[src/verilog/dccr_pkg.sv]
/*
 * constants shared by the channel configuration register bank:
 * register addresses, bus page and command codes, field positions,
 * writable-bit masks, reset values and decode enumerations.
 * assumes nothing of its surroundings.
 */
package dccr_pkg;

   localparam int          DCCR_NCH        = 2;
   localparam int          DCCR_CODE_BITS  = 12;

   // direct register addresses, channel 0 and channel 1
   localparam logic [7:0]  ADDR_MLOW_CH0   = 8'h14;
   localparam logic [7:0]  ADDR_VCMP_CH0   = 8'h15;
   localparam logic [7:0]  ADDR_ICFG_CH0   = 8'h16;
   localparam logic [7:0]  ADDR_MLOW_CH1   = 8'h02;
   localparam logic [7:0]  ADDR_VCMP_CH1   = 8'h03;
   localparam logic [7:0]  ADDR_ICFG_CH1   = 8'h04;

   // paged bus access
   localparam logic [7:0]  PAGE_CFG        = 8'hFF;
   localparam logic [7:0]  PAGE_MLOW_CH0   = 8'h03;
   localparam logic [7:0]  PAGE_MLOW_CH1   = 8'h00;
   localparam logic [7:0]  CMD_MLOW        = 8'h26;
   localparam logic [7:0]  CMD_VCMP_CH0    = 8'hDD;
   localparam logic [7:0]  CMD_VCMP_CH1    = 8'hD1;
   localparam logic [7:0]  CMD_ICFG_CH0    = 8'hDE;
   localparam logic [7:0]  CMD_ICFG_CH1    = 8'hD2;

   localparam logic [15:0] REG_RESET       = 16'h0000;

   // field positions
   localparam int          GAIN_LSB        = 10;
   localparam int          GAIN_MSB        = 12;
   localparam int          OD_BIT          = 4;
   localparam int          ROUTE_BIT       = 3;
   localparam int          FBDIV_BIT       = 2;
   localparam int          POL_BIT         = 1;
   localparam int          CMPEN_BIT       = 0;
   localparam int          SPAN_LSB        = 9;
   localparam int          SPAN_MSB        = 12;
   localparam int          MARGIN_LSB      = 4;

   // writable bits; everything else stores zero
   localparam logic [15:0] VCMP_MASK       = 16'h1C1F;
   localparam logic [15:0] ICFG_MASK       = 16'h1E00;
   localparam logic [15:0] MLOW_MASK_12B   = 16'hFFF0;
   localparam logic [15:0] MLOW_MASK_10B   = 16'hFFC0;

   localparam logic [2:0]  GAIN_MAX_VALID  = 3'h5;
   localparam logic [3:0]  SPAN_SINK_FIRST = 4'h4;
   localparam logic [3:0]  SPAN_BIP_FIRST  = 4'h8;
   localparam logic [3:0]  SPAN_MAX_VALID  = 4'hB;

   typedef enum logic [1:0] {
      DCCR_SEL_VCMP,
      DCCR_SEL_ICFG,
      DCCR_SEL_MLOW,
      DCCR_SEL_NONE
   } dccr_sel_t;

   typedef enum logic [1:0] {
      DCCR_SPAN_SOURCE,
      DCCR_SPAN_SINK,
      DCCR_SPAN_BIPOLAR,
      DCCR_SPAN_INVALID
   } dccr_span_kind_t;

endpackage

[src/verilog/dccr_cfg_if.sv]
/*
 * carrier between the register decode and one channel's storage:
 * write strobes with data one way, stored register values back.
 * assumes one clock shared by both ends.
 */
`timescale 1ns/1ps
interface dccr_cfg_if;
   logic        wr_vcmp;
   logic        wr_icfg;
   logic        wr_mlow;
   logic [15:0] wdata;
   logic [15:0] vcmp_q;
   logic [15:0] icfg_q;
   logic [15:0] mlow_q;

   modport ctrl (output wr_vcmp, wr_icfg, wr_mlow, wdata,
                 input  vcmp_q, icfg_q, mlow_q);
   modport chan (input  wr_vcmp, wr_icfg, wr_mlow, wdata,
                 output vcmp_q, icfg_q, mlow_q);
endinterface

[src/verilog/dccr_channel.sv]
/*
 * one channel: margin-low, voltage/comparator and current-span setup
 * registers plus the registered control outputs they decode to.
 * assumes write strobes arrive already decoded and synchronous.
 */
`timescale 1ns/1ps
module dccr_channel
   import dccr_pkg::*;
#(
   parameter logic [15:0] MLOW_MASK = MLOW_MASK_12B
) (
   input  wire logic        mclk,
   input  wire logic        rst_n,
   dccr_cfg_if.chan         cfg,
   input  wire logic        cmp_raw,
   input  wire logic        iout_powered,
   input  wire logic        vout_enabled,
   output logic             pin_out_reg,
   output logic             pin_oe_n_reg,
   output logic             cmp_result_reg,
   output logic             fb_divider_reg,
   output logic [2:0]       gain_sel_reg,
   output logic             gain_invalid_reg,
   output logic [3:0]       span_sel_reg,
   output logic [1:0]       span_kind_reg,
   output logic             setup_conflict_reg,
   output logic [11:0]      margin_low_reg
);
   logic [15:0] vcmp_reg;
   logic [15:0] icfg_reg;
   logic [15:0] mlow_reg;
   logic        cmp_on;
   logic        route_on;
   logic        cmp_next;
   logic [3:0]  span;

   assign cfg.vcmp_q = vcmp_reg;
   assign cfg.icfg_q = icfg_reg;
   assign cfg.mlow_q = mlow_reg;

   // don't-care positions never store, so they read back zero
   always_ff @(posedge mclk or negedge rst_n) begin
      if (!rst_n) begin
         vcmp_reg <= REG_RESET;
         icfg_reg <= REG_RESET;
         mlow_reg <= REG_RESET;
      end else begin
         if (cfg.wr_vcmp) begin
            vcmp_reg <= cfg.wdata & VCMP_MASK;
         end
         if (cfg.wr_icfg) begin
            icfg_reg <= cfg.wdata & ICFG_MASK;
         end
         if (cfg.wr_mlow) begin
            mlow_reg <= cfg.wdata & MLOW_MASK;
         end
      end
   end

   assign cmp_on   = vcmp_reg[CMPEN_BIT];
   assign route_on = cmp_on & vcmp_reg[ROUTE_BIT];
   assign cmp_next = cmp_raw ^ vcmp_reg[POL_BIT];
   assign span     = icfg_reg[SPAN_MSB:SPAN_LSB];

   always_ff @(posedge mclk or negedge rst_n) begin
      if (!rst_n) begin
         pin_out_reg    <= 1'b0;
         pin_oe_n_reg   <= 1'b1;
         cmp_result_reg <= 1'b0;
      end else begin
         cmp_result_reg <= cmp_next;
         if (!route_on) begin
            // result stays internal; the analog output owns the pin
            pin_out_reg  <= 1'b0;
            pin_oe_n_reg <= 1'b1;
         end else if (vcmp_reg[OD_BIT]) begin
            // open drain: only ever pull low, release for a one
            pin_out_reg  <= 1'b0;
            pin_oe_n_reg <= cmp_next;
         end else begin
            pin_out_reg  <= cmp_next;
            pin_oe_n_reg <= 1'b0;
         end
      end
   end

   always_ff @(posedge mclk or negedge rst_n) begin
      if (!rst_n) begin
         fb_divider_reg   <= 1'b0;
         gain_sel_reg     <= 3'h0;
         gain_invalid_reg <= 1'b0;
      end else begin
         fb_divider_reg   <= vcmp_reg[FBDIV_BIT];
         gain_sel_reg     <= vcmp_reg[GAIN_MSB:GAIN_LSB];
         gain_invalid_reg <= vcmp_reg[GAIN_MSB:GAIN_LSB] > GAIN_MAX_VALID;
      end
   end

   always_ff @(posedge mclk or negedge rst_n) begin
      if (!rst_n) begin
         span_sel_reg  <= 4'h0;
         span_kind_reg <= DCCR_SPAN_SOURCE;
      end else begin
         span_sel_reg <= span;
         if (span > SPAN_MAX_VALID) begin
            span_kind_reg <= DCCR_SPAN_INVALID;
         end else if (span >= SPAN_BIP_FIRST) begin
            span_kind_reg <= DCCR_SPAN_BIPOLAR;
         end else if (span >= SPAN_SINK_FIRST) begin
            span_kind_reg <= DCCR_SPAN_SINK;
         end else begin
            span_kind_reg <= DCCR_SPAN_SOURCE;
         end
      end
   end

   // flags software enabling the comparator with the wrong output setup
   always_ff @(posedge mclk or negedge rst_n) begin
      if (!rst_n) begin
         setup_conflict_reg <= 1'b0;
         margin_low_reg     <= 12'h000;
      end else begin
         setup_conflict_reg <= cmp_on & (iout_powered | ~vout_enabled);
         margin_low_reg     <= mlow_reg[15:MARGIN_LSB];
      end
   end
endmodule

[src/verilog/dccr_top.sv]
/*
 * per-channel configuration register bank of a dual output converter:
 * margin-low code, voltage gain and comparator setup, current span.
 * assumes the serial interface logic hands over decoded accesses,
 * synchronous to mclk, either by direct address or by page+command.
 */
// Notes on behaviour
// margin-low code is straight binary, left aligned, MSB at bit 15.
// ten-bit variant keeps ten code bits; two below and low four ignored.
// voltage setup at 15h for channel 0, 03h for channel 1, reset zero.
// voltage setup also at page FFh, commands DDh and D1h.
// gain code 000..101 selects reference and gain; others invalid.
// open-drain select makes pin open drain when comparator drives it.
// routing bit keeps comparator internal or drives it onto the pin.
// bit 2 connects the feedback divider; zero leaves input high-Z.
// polarity bit inverts the comparator result before any use.
// bit 0 enables comparator; software needs current off, voltage on.
// current setup at 16h for channel 0, 04h for channel 1, reset zero.
// current setup also at page FFh, commands DEh and D2h.
// span codes 0000..0011 select sourcing spans.
// span codes 0100..0111 select sinking spans.
// span codes 1000..1011 bipolar; remaining codes invalid.
// don't-care bits ignore writes and read back zero.
`timescale 1ns/1ps
module dccr_top
   import dccr_pkg::*;
#(
   parameter int CODE_BITS = DCCR_CODE_BITS
) (
   input  wire logic                         mclk,
   input  wire logic                         rst_n,
   input  wire logic                         reg_wr_en,
   input  wire logic                         reg_rd_en,
   input  wire logic                         reg_paged,
   input  wire logic [7:0]                   reg_page,
   input  wire logic [7:0]                   reg_addr,
   input  wire logic [15:0]                  reg_wdata,
   output logic      [15:0]                  reg_rdata,
   output logic                              reg_rd_valid,
   output logic                              reg_addr_err,
   input  wire logic [DCCR_NCH-1:0]          cmp_raw,
   input  wire logic [DCCR_NCH-1:0]          iout_powered,
   input  wire logic [DCCR_NCH-1:0]          vout_enabled,
   output logic      [DCCR_NCH-1:0]          channel_output_pin_out,
   output logic      [DCCR_NCH-1:0]          channel_output_pin_oe_n,
   output logic      [DCCR_NCH-1:0]          comparator_result,
   output logic      [DCCR_NCH-1:0]          feedback_divider_connect,
   output logic      [DCCR_NCH-1:0][2:0]     output_gain_select,
   output logic      [DCCR_NCH-1:0]          gain_code_invalid,
   output logic      [DCCR_NCH-1:0][3:0]     current_span_select,
   output logic      [DCCR_NCH-1:0][1:0]     current_span_kind,
   output logic      [DCCR_NCH-1:0]          comparator_setup_conflict,
   output logic      [DCCR_NCH-1:0][11:0]    lower_margin_code
);
   localparam logic [15:0] MLOW_MASK =
      (CODE_BITS == 10) ? MLOW_MASK_10B : MLOW_MASK_12B;

   dccr_sel_t      sel;
   logic           sel_ch;
   logic [15:0]    rd_mux;
   logic [15:0]    reg_rdata_reg;
   logic           reg_rd_valid_reg;
   logic           reg_addr_err_reg;
   logic [15:0]    vcmp_q [DCCR_NCH];
   logic [15:0]    icfg_q [DCCR_NCH];
   logic [15:0]    mlow_q [DCCR_NCH];

   // both access paths land on the same storage
   always_comb begin
      sel    = DCCR_SEL_NONE;
      sel_ch = 1'b0;
      if (reg_paged) begin
         if (reg_page == PAGE_CFG) begin
            case (reg_addr)
               CMD_VCMP_CH0: begin
                  sel = DCCR_SEL_VCMP;
               end
               CMD_VCMP_CH1: begin
                  sel    = DCCR_SEL_VCMP;
                  sel_ch = 1'b1;
               end
               CMD_ICFG_CH0: begin
                  sel = DCCR_SEL_ICFG;
               end
               CMD_ICFG_CH1: begin
                  sel    = DCCR_SEL_ICFG;
                  sel_ch = 1'b1;
               end
               default: begin
                  sel = DCCR_SEL_NONE;
               end
            endcase
         end else if (reg_addr == CMD_MLOW) begin
            if (reg_page == PAGE_MLOW_CH0) begin
               sel = DCCR_SEL_MLOW;
            end else if (reg_page == PAGE_MLOW_CH1) begin
               sel    = DCCR_SEL_MLOW;
               sel_ch = 1'b1;
            end
         end
      end else begin
         case (reg_addr)
            ADDR_VCMP_CH0: begin
               sel = DCCR_SEL_VCMP;
            end
            ADDR_VCMP_CH1: begin
               sel    = DCCR_SEL_VCMP;
               sel_ch = 1'b1;
            end
            ADDR_ICFG_CH0: begin
               sel = DCCR_SEL_ICFG;
            end
            ADDR_ICFG_CH1: begin
               sel    = DCCR_SEL_ICFG;
               sel_ch = 1'b1;
            end
            ADDR_MLOW_CH0: begin
               sel = DCCR_SEL_MLOW;
            end
            ADDR_MLOW_CH1: begin
               sel    = DCCR_SEL_MLOW;
               sel_ch = 1'b1;
            end
            default: begin
               sel = DCCR_SEL_NONE;
            end
         endcase
      end
   end

   genvar g;
   generate
      for (g = 0; g < DCCR_NCH; g++) begin : g_ch
         dccr_cfg_if cfg ();
         logic hit;

         assign hit             = reg_wr_en & (sel_ch == 1'(g));
         assign cfg.wr_vcmp     = hit & (sel == DCCR_SEL_VCMP);
         assign cfg.wr_icfg     = hit & (sel == DCCR_SEL_ICFG);
         assign cfg.wr_mlow     = hit & (sel == DCCR_SEL_MLOW);
         assign cfg.wdata       = reg_wdata;
         assign vcmp_q[g]       = cfg.vcmp_q;
         assign icfg_q[g]       = cfg.icfg_q;
         assign mlow_q[g]       = cfg.mlow_q;

         dccr_channel #(
            .MLOW_MASK (MLOW_MASK)
         ) u_ch (
            .mclk               (mclk),
            .rst_n              (rst_n),
            .cfg                (cfg.chan),
            .cmp_raw            (cmp_raw[g]),
            .iout_powered       (iout_powered[g]),
            .vout_enabled       (vout_enabled[g]),
            .pin_out_reg        (channel_output_pin_out[g]),
            .pin_oe_n_reg       (channel_output_pin_oe_n[g]),
            .cmp_result_reg     (comparator_result[g]),
            .fb_divider_reg     (feedback_divider_connect[g]),
            .gain_sel_reg       (output_gain_select[g]),
            .gain_invalid_reg   (gain_code_invalid[g]),
            .span_sel_reg       (current_span_select[g]),
            .span_kind_reg      (current_span_kind[g]),
            .setup_conflict_reg (comparator_setup_conflict[g]),
            .margin_low_reg     (lower_margin_code[g])
         );
      end
   endgenerate

   always_comb begin
      case (sel)
         DCCR_SEL_VCMP: rd_mux = vcmp_q[sel_ch];
         DCCR_SEL_ICFG: rd_mux = icfg_q[sel_ch];
         DCCR_SEL_MLOW: rd_mux = mlow_q[sel_ch];
         default:       rd_mux = 16'h0000;
      endcase
   end

   // an unmapped read answers zero with the error pulse, so the
   // interface logic never waits on a missing answer
   always_ff @(posedge mclk or negedge rst_n) begin
      if (!rst_n) begin
         reg_rdata_reg    <= 16'h0000;
         reg_rd_valid_reg <= 1'b0;
         reg_addr_err_reg <= 1'b0;
      end else begin
         reg_rd_valid_reg <= reg_rd_en;
         reg_addr_err_reg <= (reg_rd_en | reg_wr_en) &
                             (sel == DCCR_SEL_NONE);
         if (reg_rd_en) begin
            reg_rdata_reg <= rd_mux;
         end
      end
   end

   assign reg_rdata    = reg_rdata_reg;
   assign reg_rd_valid = reg_rd_valid_reg;
   assign reg_addr_err = reg_addr_err_reg;
endmodule

[config.mk]
export PLATFORM = sky130hd
export DESIGN_NAME = dccr_top
export DESIGN_NICKNAME = d
export VERILOG_FILES = /design/src/verilog/dccr_pkg.sv /design/src/verilog/dccr_cfg_if.sv /design/src/verilog/dccr_channel.sv /design/src/verilog/dccr_top.sv
export SDC_FILE = /design/constraint.sdc
export NUM_CORES = 1
export LEC_CHECK = 0
export BUFFER_PORTS_ARGS = -buffer_cell sky130_fd_sc_hd__clkbuf_2
export CAP_MARGIN = 15
export CORE_ASPECT_RATIO = 0.5
export CORE_MARGIN = 1
export CORE_UTILIZATION = 45
export CTS_CLUSTER_DIAMETER = 80
export DETAILED_ROUTE_END_ITERATION = 6
export PLACE_DENSITY_LB_ADDON = 0.2
export SYNTH_ARGS = -nofsm -noshare
export SYNTH_HDL_FRONTEND = slang
export SYNTH_SLANG_ARGS = --single-unit
export TNS_END_PERCENT = 1
[constraint.sdc]
create_clock -name mclk -period 1.6 [get_ports mclk]
set_input_delay 0.32 -clock mclk [delete_from_list [all_inputs] [get_ports mclk]]
set_output_delay 0.32 -clock mclk [all_outputs]
set_load 0.005 [all_outputs]
[Word-level counts from Yosys, hierarchy flattened]
Cells that the tools add are included.
Word-level totals
  flip-flop bits (word level): 120
  input port bits: 43
  output and inout port bits: 72
Cells by class
  $lt $le $gt $ge: 9
  eq/ne operators: 16
  mux-type cells: 38
  bitwise logic cells: 22
  reductions and logical operators: 9
Operator list (number)
  $mux W16: 7
  $pmux W16 S3: 1
  $eq A8 B8 Y1 const B: 5
  $mux W13: 2
  $eq A8 B2 Y1 const B: 3
  $eq A8 B5 Y1 const B: 3
  $mux W1: 20
  $and A1 B1 Y1: 13
  $mux W2: 6
  $reduce_or A2 Y1: 6
  $eq A8 B3 Y1 const B: 1
  $eq A8 B6 Y1 const B: 1
  $ge A4 B3 Y1 const B: 2
  $ge A4 B4 Y1 const B: 2
  $gt A4 B4 Y1 const B: 2
  $logic_not A8 Y1: 1
  $gt A3 B3 Y1 const B: 2
  $pmux W2 S3: 1
  $eq A2 B2 Y1 const B: 2
  $pmux W2 S2: 1
  $not A1 Y1: 3
  $or A1 B1 Y1: 3
  $reduce_or A3 Y1: 1
  $eq A2 B1 Y1 const B: 1
  4 further kinds: 5

[Longest topological paths before layout]
  depth after elaboration: 11
  depth in mapped cells: 8
  gate-level depth less buffers: 6

[Modules after synthesis]
From an unflattened synthesis, not the netlist that was laid out.
Second synthesis, totals
  cells, all modules: 417
  area, all modules: 5496.5 um^2
By module, submodules not included
  dccr_channel: times used 2, cells an instance 111, area each 1806.7 um^2
  dccr_top: times used 1, cells an instance 195, area each 1883.1 um^2

[Worst setup path before layout]
OpenSTA, ideal clock, no wires.
  path type: input -> register
  from: input reg_addr[5]
  to: register g_ch[0].u_ch.mlow_reg[10]
  arrival time: 2.314 ns
  data required time: 1.475 ns
  path slack: -0.839 ns
  cell stages on the path: 7
  buffers on the path: 1
  path through: nand4b_1 > or4_4 > nor4b_4 > or2_2 > or4b_4 > buf_6 > mux2_4
Between the ends
  word-level cells in the longest chain between the ends: 8
  elaborated cells on any way between the ends: 32
RTL lines
  from (decl): RTL line dccr_top.sv:36  | input wire logic [7:0] reg_addr,
  branches (longest 7 deep; another with $eq A8 B8 Y1)
  $and A1 B1 Y1 *: RTL line dccr_top.sv:140  | assign cfg.wr_mlow = hit & (sel == DCCR_SEL_MLOW);
  to (signal assigned): RTL line dccr_channel.sv:55  | mlow_reg <= cfg.wdata & MLOW_MASK;
  to (decl): RTL line dccr_channel.sv:31  | logic [15:0] mlow_reg;
Mark *: on every way between the ends.
A chain may end at the register's enable or synchronous reset.

[Worst setup path after layout]
  from: input reg_addr[5]
  to: register g_ch[0].u_ch.mlow_reg[15]
The elaborated chain is that of the path after synthesis.

==> impl_metrics.py <==
metrics = {
    "placed_design": {
        "post-place-ws_ns": -1.01,
        "hpwl_um": 7160,
        "gp_congestion": 0.850,
        "portBuffers": 114,
        "dpl_cell_area_sq_um": 5580,
        "dpl.cell_count": 582,
    },
    "worst_setup_path": {
        "arrival_ns": 2.43,
        "slowest_delay_ns": 0.57,
        "path_max_fanout": 6,
        "slowest_stage": "or4b_4",
        "regToRegSetupSlack_ns": 0.42,
        "crit_chain": "buf_6 -> nand4b_1 -> or4_4 -> nor4b_4 -> or2_4 -> or4b_4 -> mux2_4",
        "cp.required_ns": 1.89,
        "end_kind": "flip-flop",
        "crit_path_start_kind": "primary input",
        "reg2reg_depth": 3,
        "r2r_start": "g_ch[1].u_ch.cfg.vcmp_q[10]",
        "critPathKind": "primary input to flip-flop",
        "endpoint": "g_ch[0].u_ch.cfg.mlow_q[15]",
        "startpoint": "reg_addr[5]",
        "r2r-end": "reg_rdata[10]",
    },
    "global_route": {
        "grt.overflow.total": 0,
        "first_global_vias": 3275,
        "grt_pass1_wl_um": 16600,
        "groute.usage.overall_pct": 20.9,
        "antenna_found_initial": 0,
        "grt_max_degree": 51,
    },
    "sta": {
        "setup_viol": 64,
        "slew_violations": 0,
        "relSlewSlack_pct": 70.4,
        "finClkSkew_ns": 0.00409,
        "tightest_slew_ns": 0.442,
        "fmax_mhz": 468,
        "worst_hold_slack_ns": 0.0956,
        "min_period_ns": 2.14,
        "min_period_over_period_pct": 134,
        "fin_ws_ns": -0.538,
        "rsz0062_at_grt": "true",
        "hold_viol": 0,
    },
    "detailed_routing": {
        "ant_nets": 0,
        "routed_via_density": 5.01,
        "wirelength_um": 10400,
        "drtIter0Drc": 122,
        "route.detailed.drc": 0,
        "dr.pass1.iters": 4,
        "avgRoutedWirePerCell_um": 16.8,
        "vias": 3084,
    },
    "power_and_ir_drop": {
        "seqPwrFrac_pct": 42.0,
        "combPwrFrac_pct": 4.9,
        "internal-power_uw": 5970,
        "p_per_area_nw_per_um2": 1190,
        "clockPowerShare_pct": 53.0,
        "p_sw_share_pct": 20.7,
        "ir_drop_mv": 0.751,
        "leakagePower_uw": 0.00319,
        "power.switching_uw": 1560,
    },
    "synthesis": {
        "netlist_instances": 325,
        "ys_seq_area_share_pct": 64.4,
        "yosys_most_used_dff": "dfrtp_1",
        "synth-async-reset-ratio_pct": 100,
        "ys_warn_count": 0,
        "synth_enable_flop_cells": 0,
        "synth_area_sq_um": 4660,
        "syn_nets": 368,
        "avgSynthCellArea_sq_um": 14.3,
        "synth_cell_types": 41,
        "ys_ff_latch": 120,
    },
    "worst_hold_path": {
        "hp-class": "primary input to flip-flop",
    },
    "flow_run": {
        "cap_violations": 0,
    },
    "cts": {
        "cts.htree.levels": 4,
        "clk_latency_ns": 0.41,
        "cts_tree": "yes",
        "cts_root_buffer": "clkbuf_16",
        "clkTransAtPathRegs_ns": 0.05,
        "clock_path_buffers": 2,
        "cts_setup_buffers": 0,
        "cts_made_buffers": 17,
        "cts_sinks": 120,
    },
    "floorplanning": {
        "dieArea_sq_um": 10800,
        "io_pins": 115,
        "rows": 25,
        "fp.dieH_um": 74.0,
        "start_util_pct": 47.8,
        "die_w_um": 146,
        "core_area_sq_um": 9760,
    },
    "layout": {
        "mostFrequentLayoutCells": "dfrtp_1, clkbuf_2, mux2_2",
        "fin_area_sq_um": 6340,
        "drive_gt1_share_pct": 52.0,
        "nNetsFinal": 511,
        "finalNonFillerCells": 616,
        "syn2layout_area_growth_pct": 35.9,
        "final_util_pct": 64.9,
        "layout_commonest_cell": "dfrtp_1",
        "antenna_cells": 0,
    },
    "outcome": {
        "violations": "negative setup slack",
        "status": "finished with violations",
    },
}
==> cell families (layout without fill, tap and decap cells) <==
logic type | Yosys count | after routing | share of synthesized area (%)
flip-flops | 120 | 120 | 64.4
multiplexers | 72 | 72 | 17.5
AND/OR/NAND/NOR | 58 | 59 | 8.05
buffers and inverters | 44 | 199 | 4.94
AO/OA/AOI/OAI | 27 | 27 | 4.27
XOR/XNOR | 4 | 4 | 0.751
==> power by group through the flow <==
stage | clock (uW) | combinational, uW | sequential [uW]
after global routing | 4210 | 406 | 3170
after detailed placement | 0 | 358 | 3220
after floorplan | 0 | 117 | 3210
after global placement | 0 | 343 | 3210
final | 3990 | 369 | 3170
after CTS | 4060 | 369 | 3170
==> cell usage after synthesis (7+ instances only) <==
cell type  count  area (sq um)
dfrtp_1      118          2950
mux2_2        38           428
mux2i_1       24           240
inv_1         18          67.6
o22ai_1       15          93.8
buf_4         14           105
mux2_4        10           150
nor2_1         8          30.0
clkbuf_1       7          26.3
nand2_1        7          26.3
nand3_1        7          35.0
or3_1          7          43.8
==> worst min-delay path by stage <==
stage / startpoint / end / slack [ns] / cells after the start
after floorplan: rst_n / g_ch[0].u_ch.cfg.icfg_q[10] / 0.02 / 0
after global placement: rst_n / g_ch[0].u_ch.cfg.icfg_q[9] / 0.20 / 1
after detailed placement: rst_n / g_ch[1].u_ch.cfg.icfg_q[9] / 0.22 / 1
after CTS: vout_enabled[0] / g_ch[0].u_ch.setup_conflict_reg / 0.08 / 2
after global routing: vout_enabled[0] / g_ch[0].u_ch.setup_conflict_reg / 0.09 / 2
final: vout_enabled[0] / g_ch[0].u_ch.setup_conflict_reg / 0.1 / 2
==> timing repair <==
action | in CTS | in global routing
gates resized for setup | 11 | 15
endpoints found under the setup margin | 64 | 64
pin swaps | 2 | 2
cloned | 1 | 0
hold buffers | 1 | 0
endpoints found under the hold margin | 13 | 0
==> worst max-delay path, delay by kind of cell <==
family,cells,cell delay (ns)
mux,1,0.34
simple gates,5,1.67
buf+inv,1,0.09
==> layout make-up <==
type                       instances  area (sq um)
clock buffer                      19           453
clock inverter                    13           176
fill                             745          3420
inverter                          18          67.6
multi-input combinational        162          1520
sequential                       120          3010
tap                              135           169
timing repair buffer             149           947
==> per-layer routing <==
| layer | vias up | global-route usage (%) | part of all wire, % | wire length (um) |
|---|---|---|---|---|
| met1 | 1566 | 25.8 | 45 | 4640 |
| met4 | 0 | 8.77 | 1.3 | 138 |
| met3 | 13 | 5.46 | 3.7 | 389 |
| met5 | - | 0 | 0 | 0 |
| met2 | 75 | 36.1 | 50 | 5210 |
| li1 | 1430 | - | - | - |
==> per-stage QoR <==
stage               TNS [ns]  total power [uW]
CTS                   -25.86              7600
finish                -26.06              7530
global placement      -52.40              3560
detailed placement    -55.59              3580
floorplan             -46.71              3330
global route          -32.13              7790
Note: power is estimated with default switching activity, not from simulation.
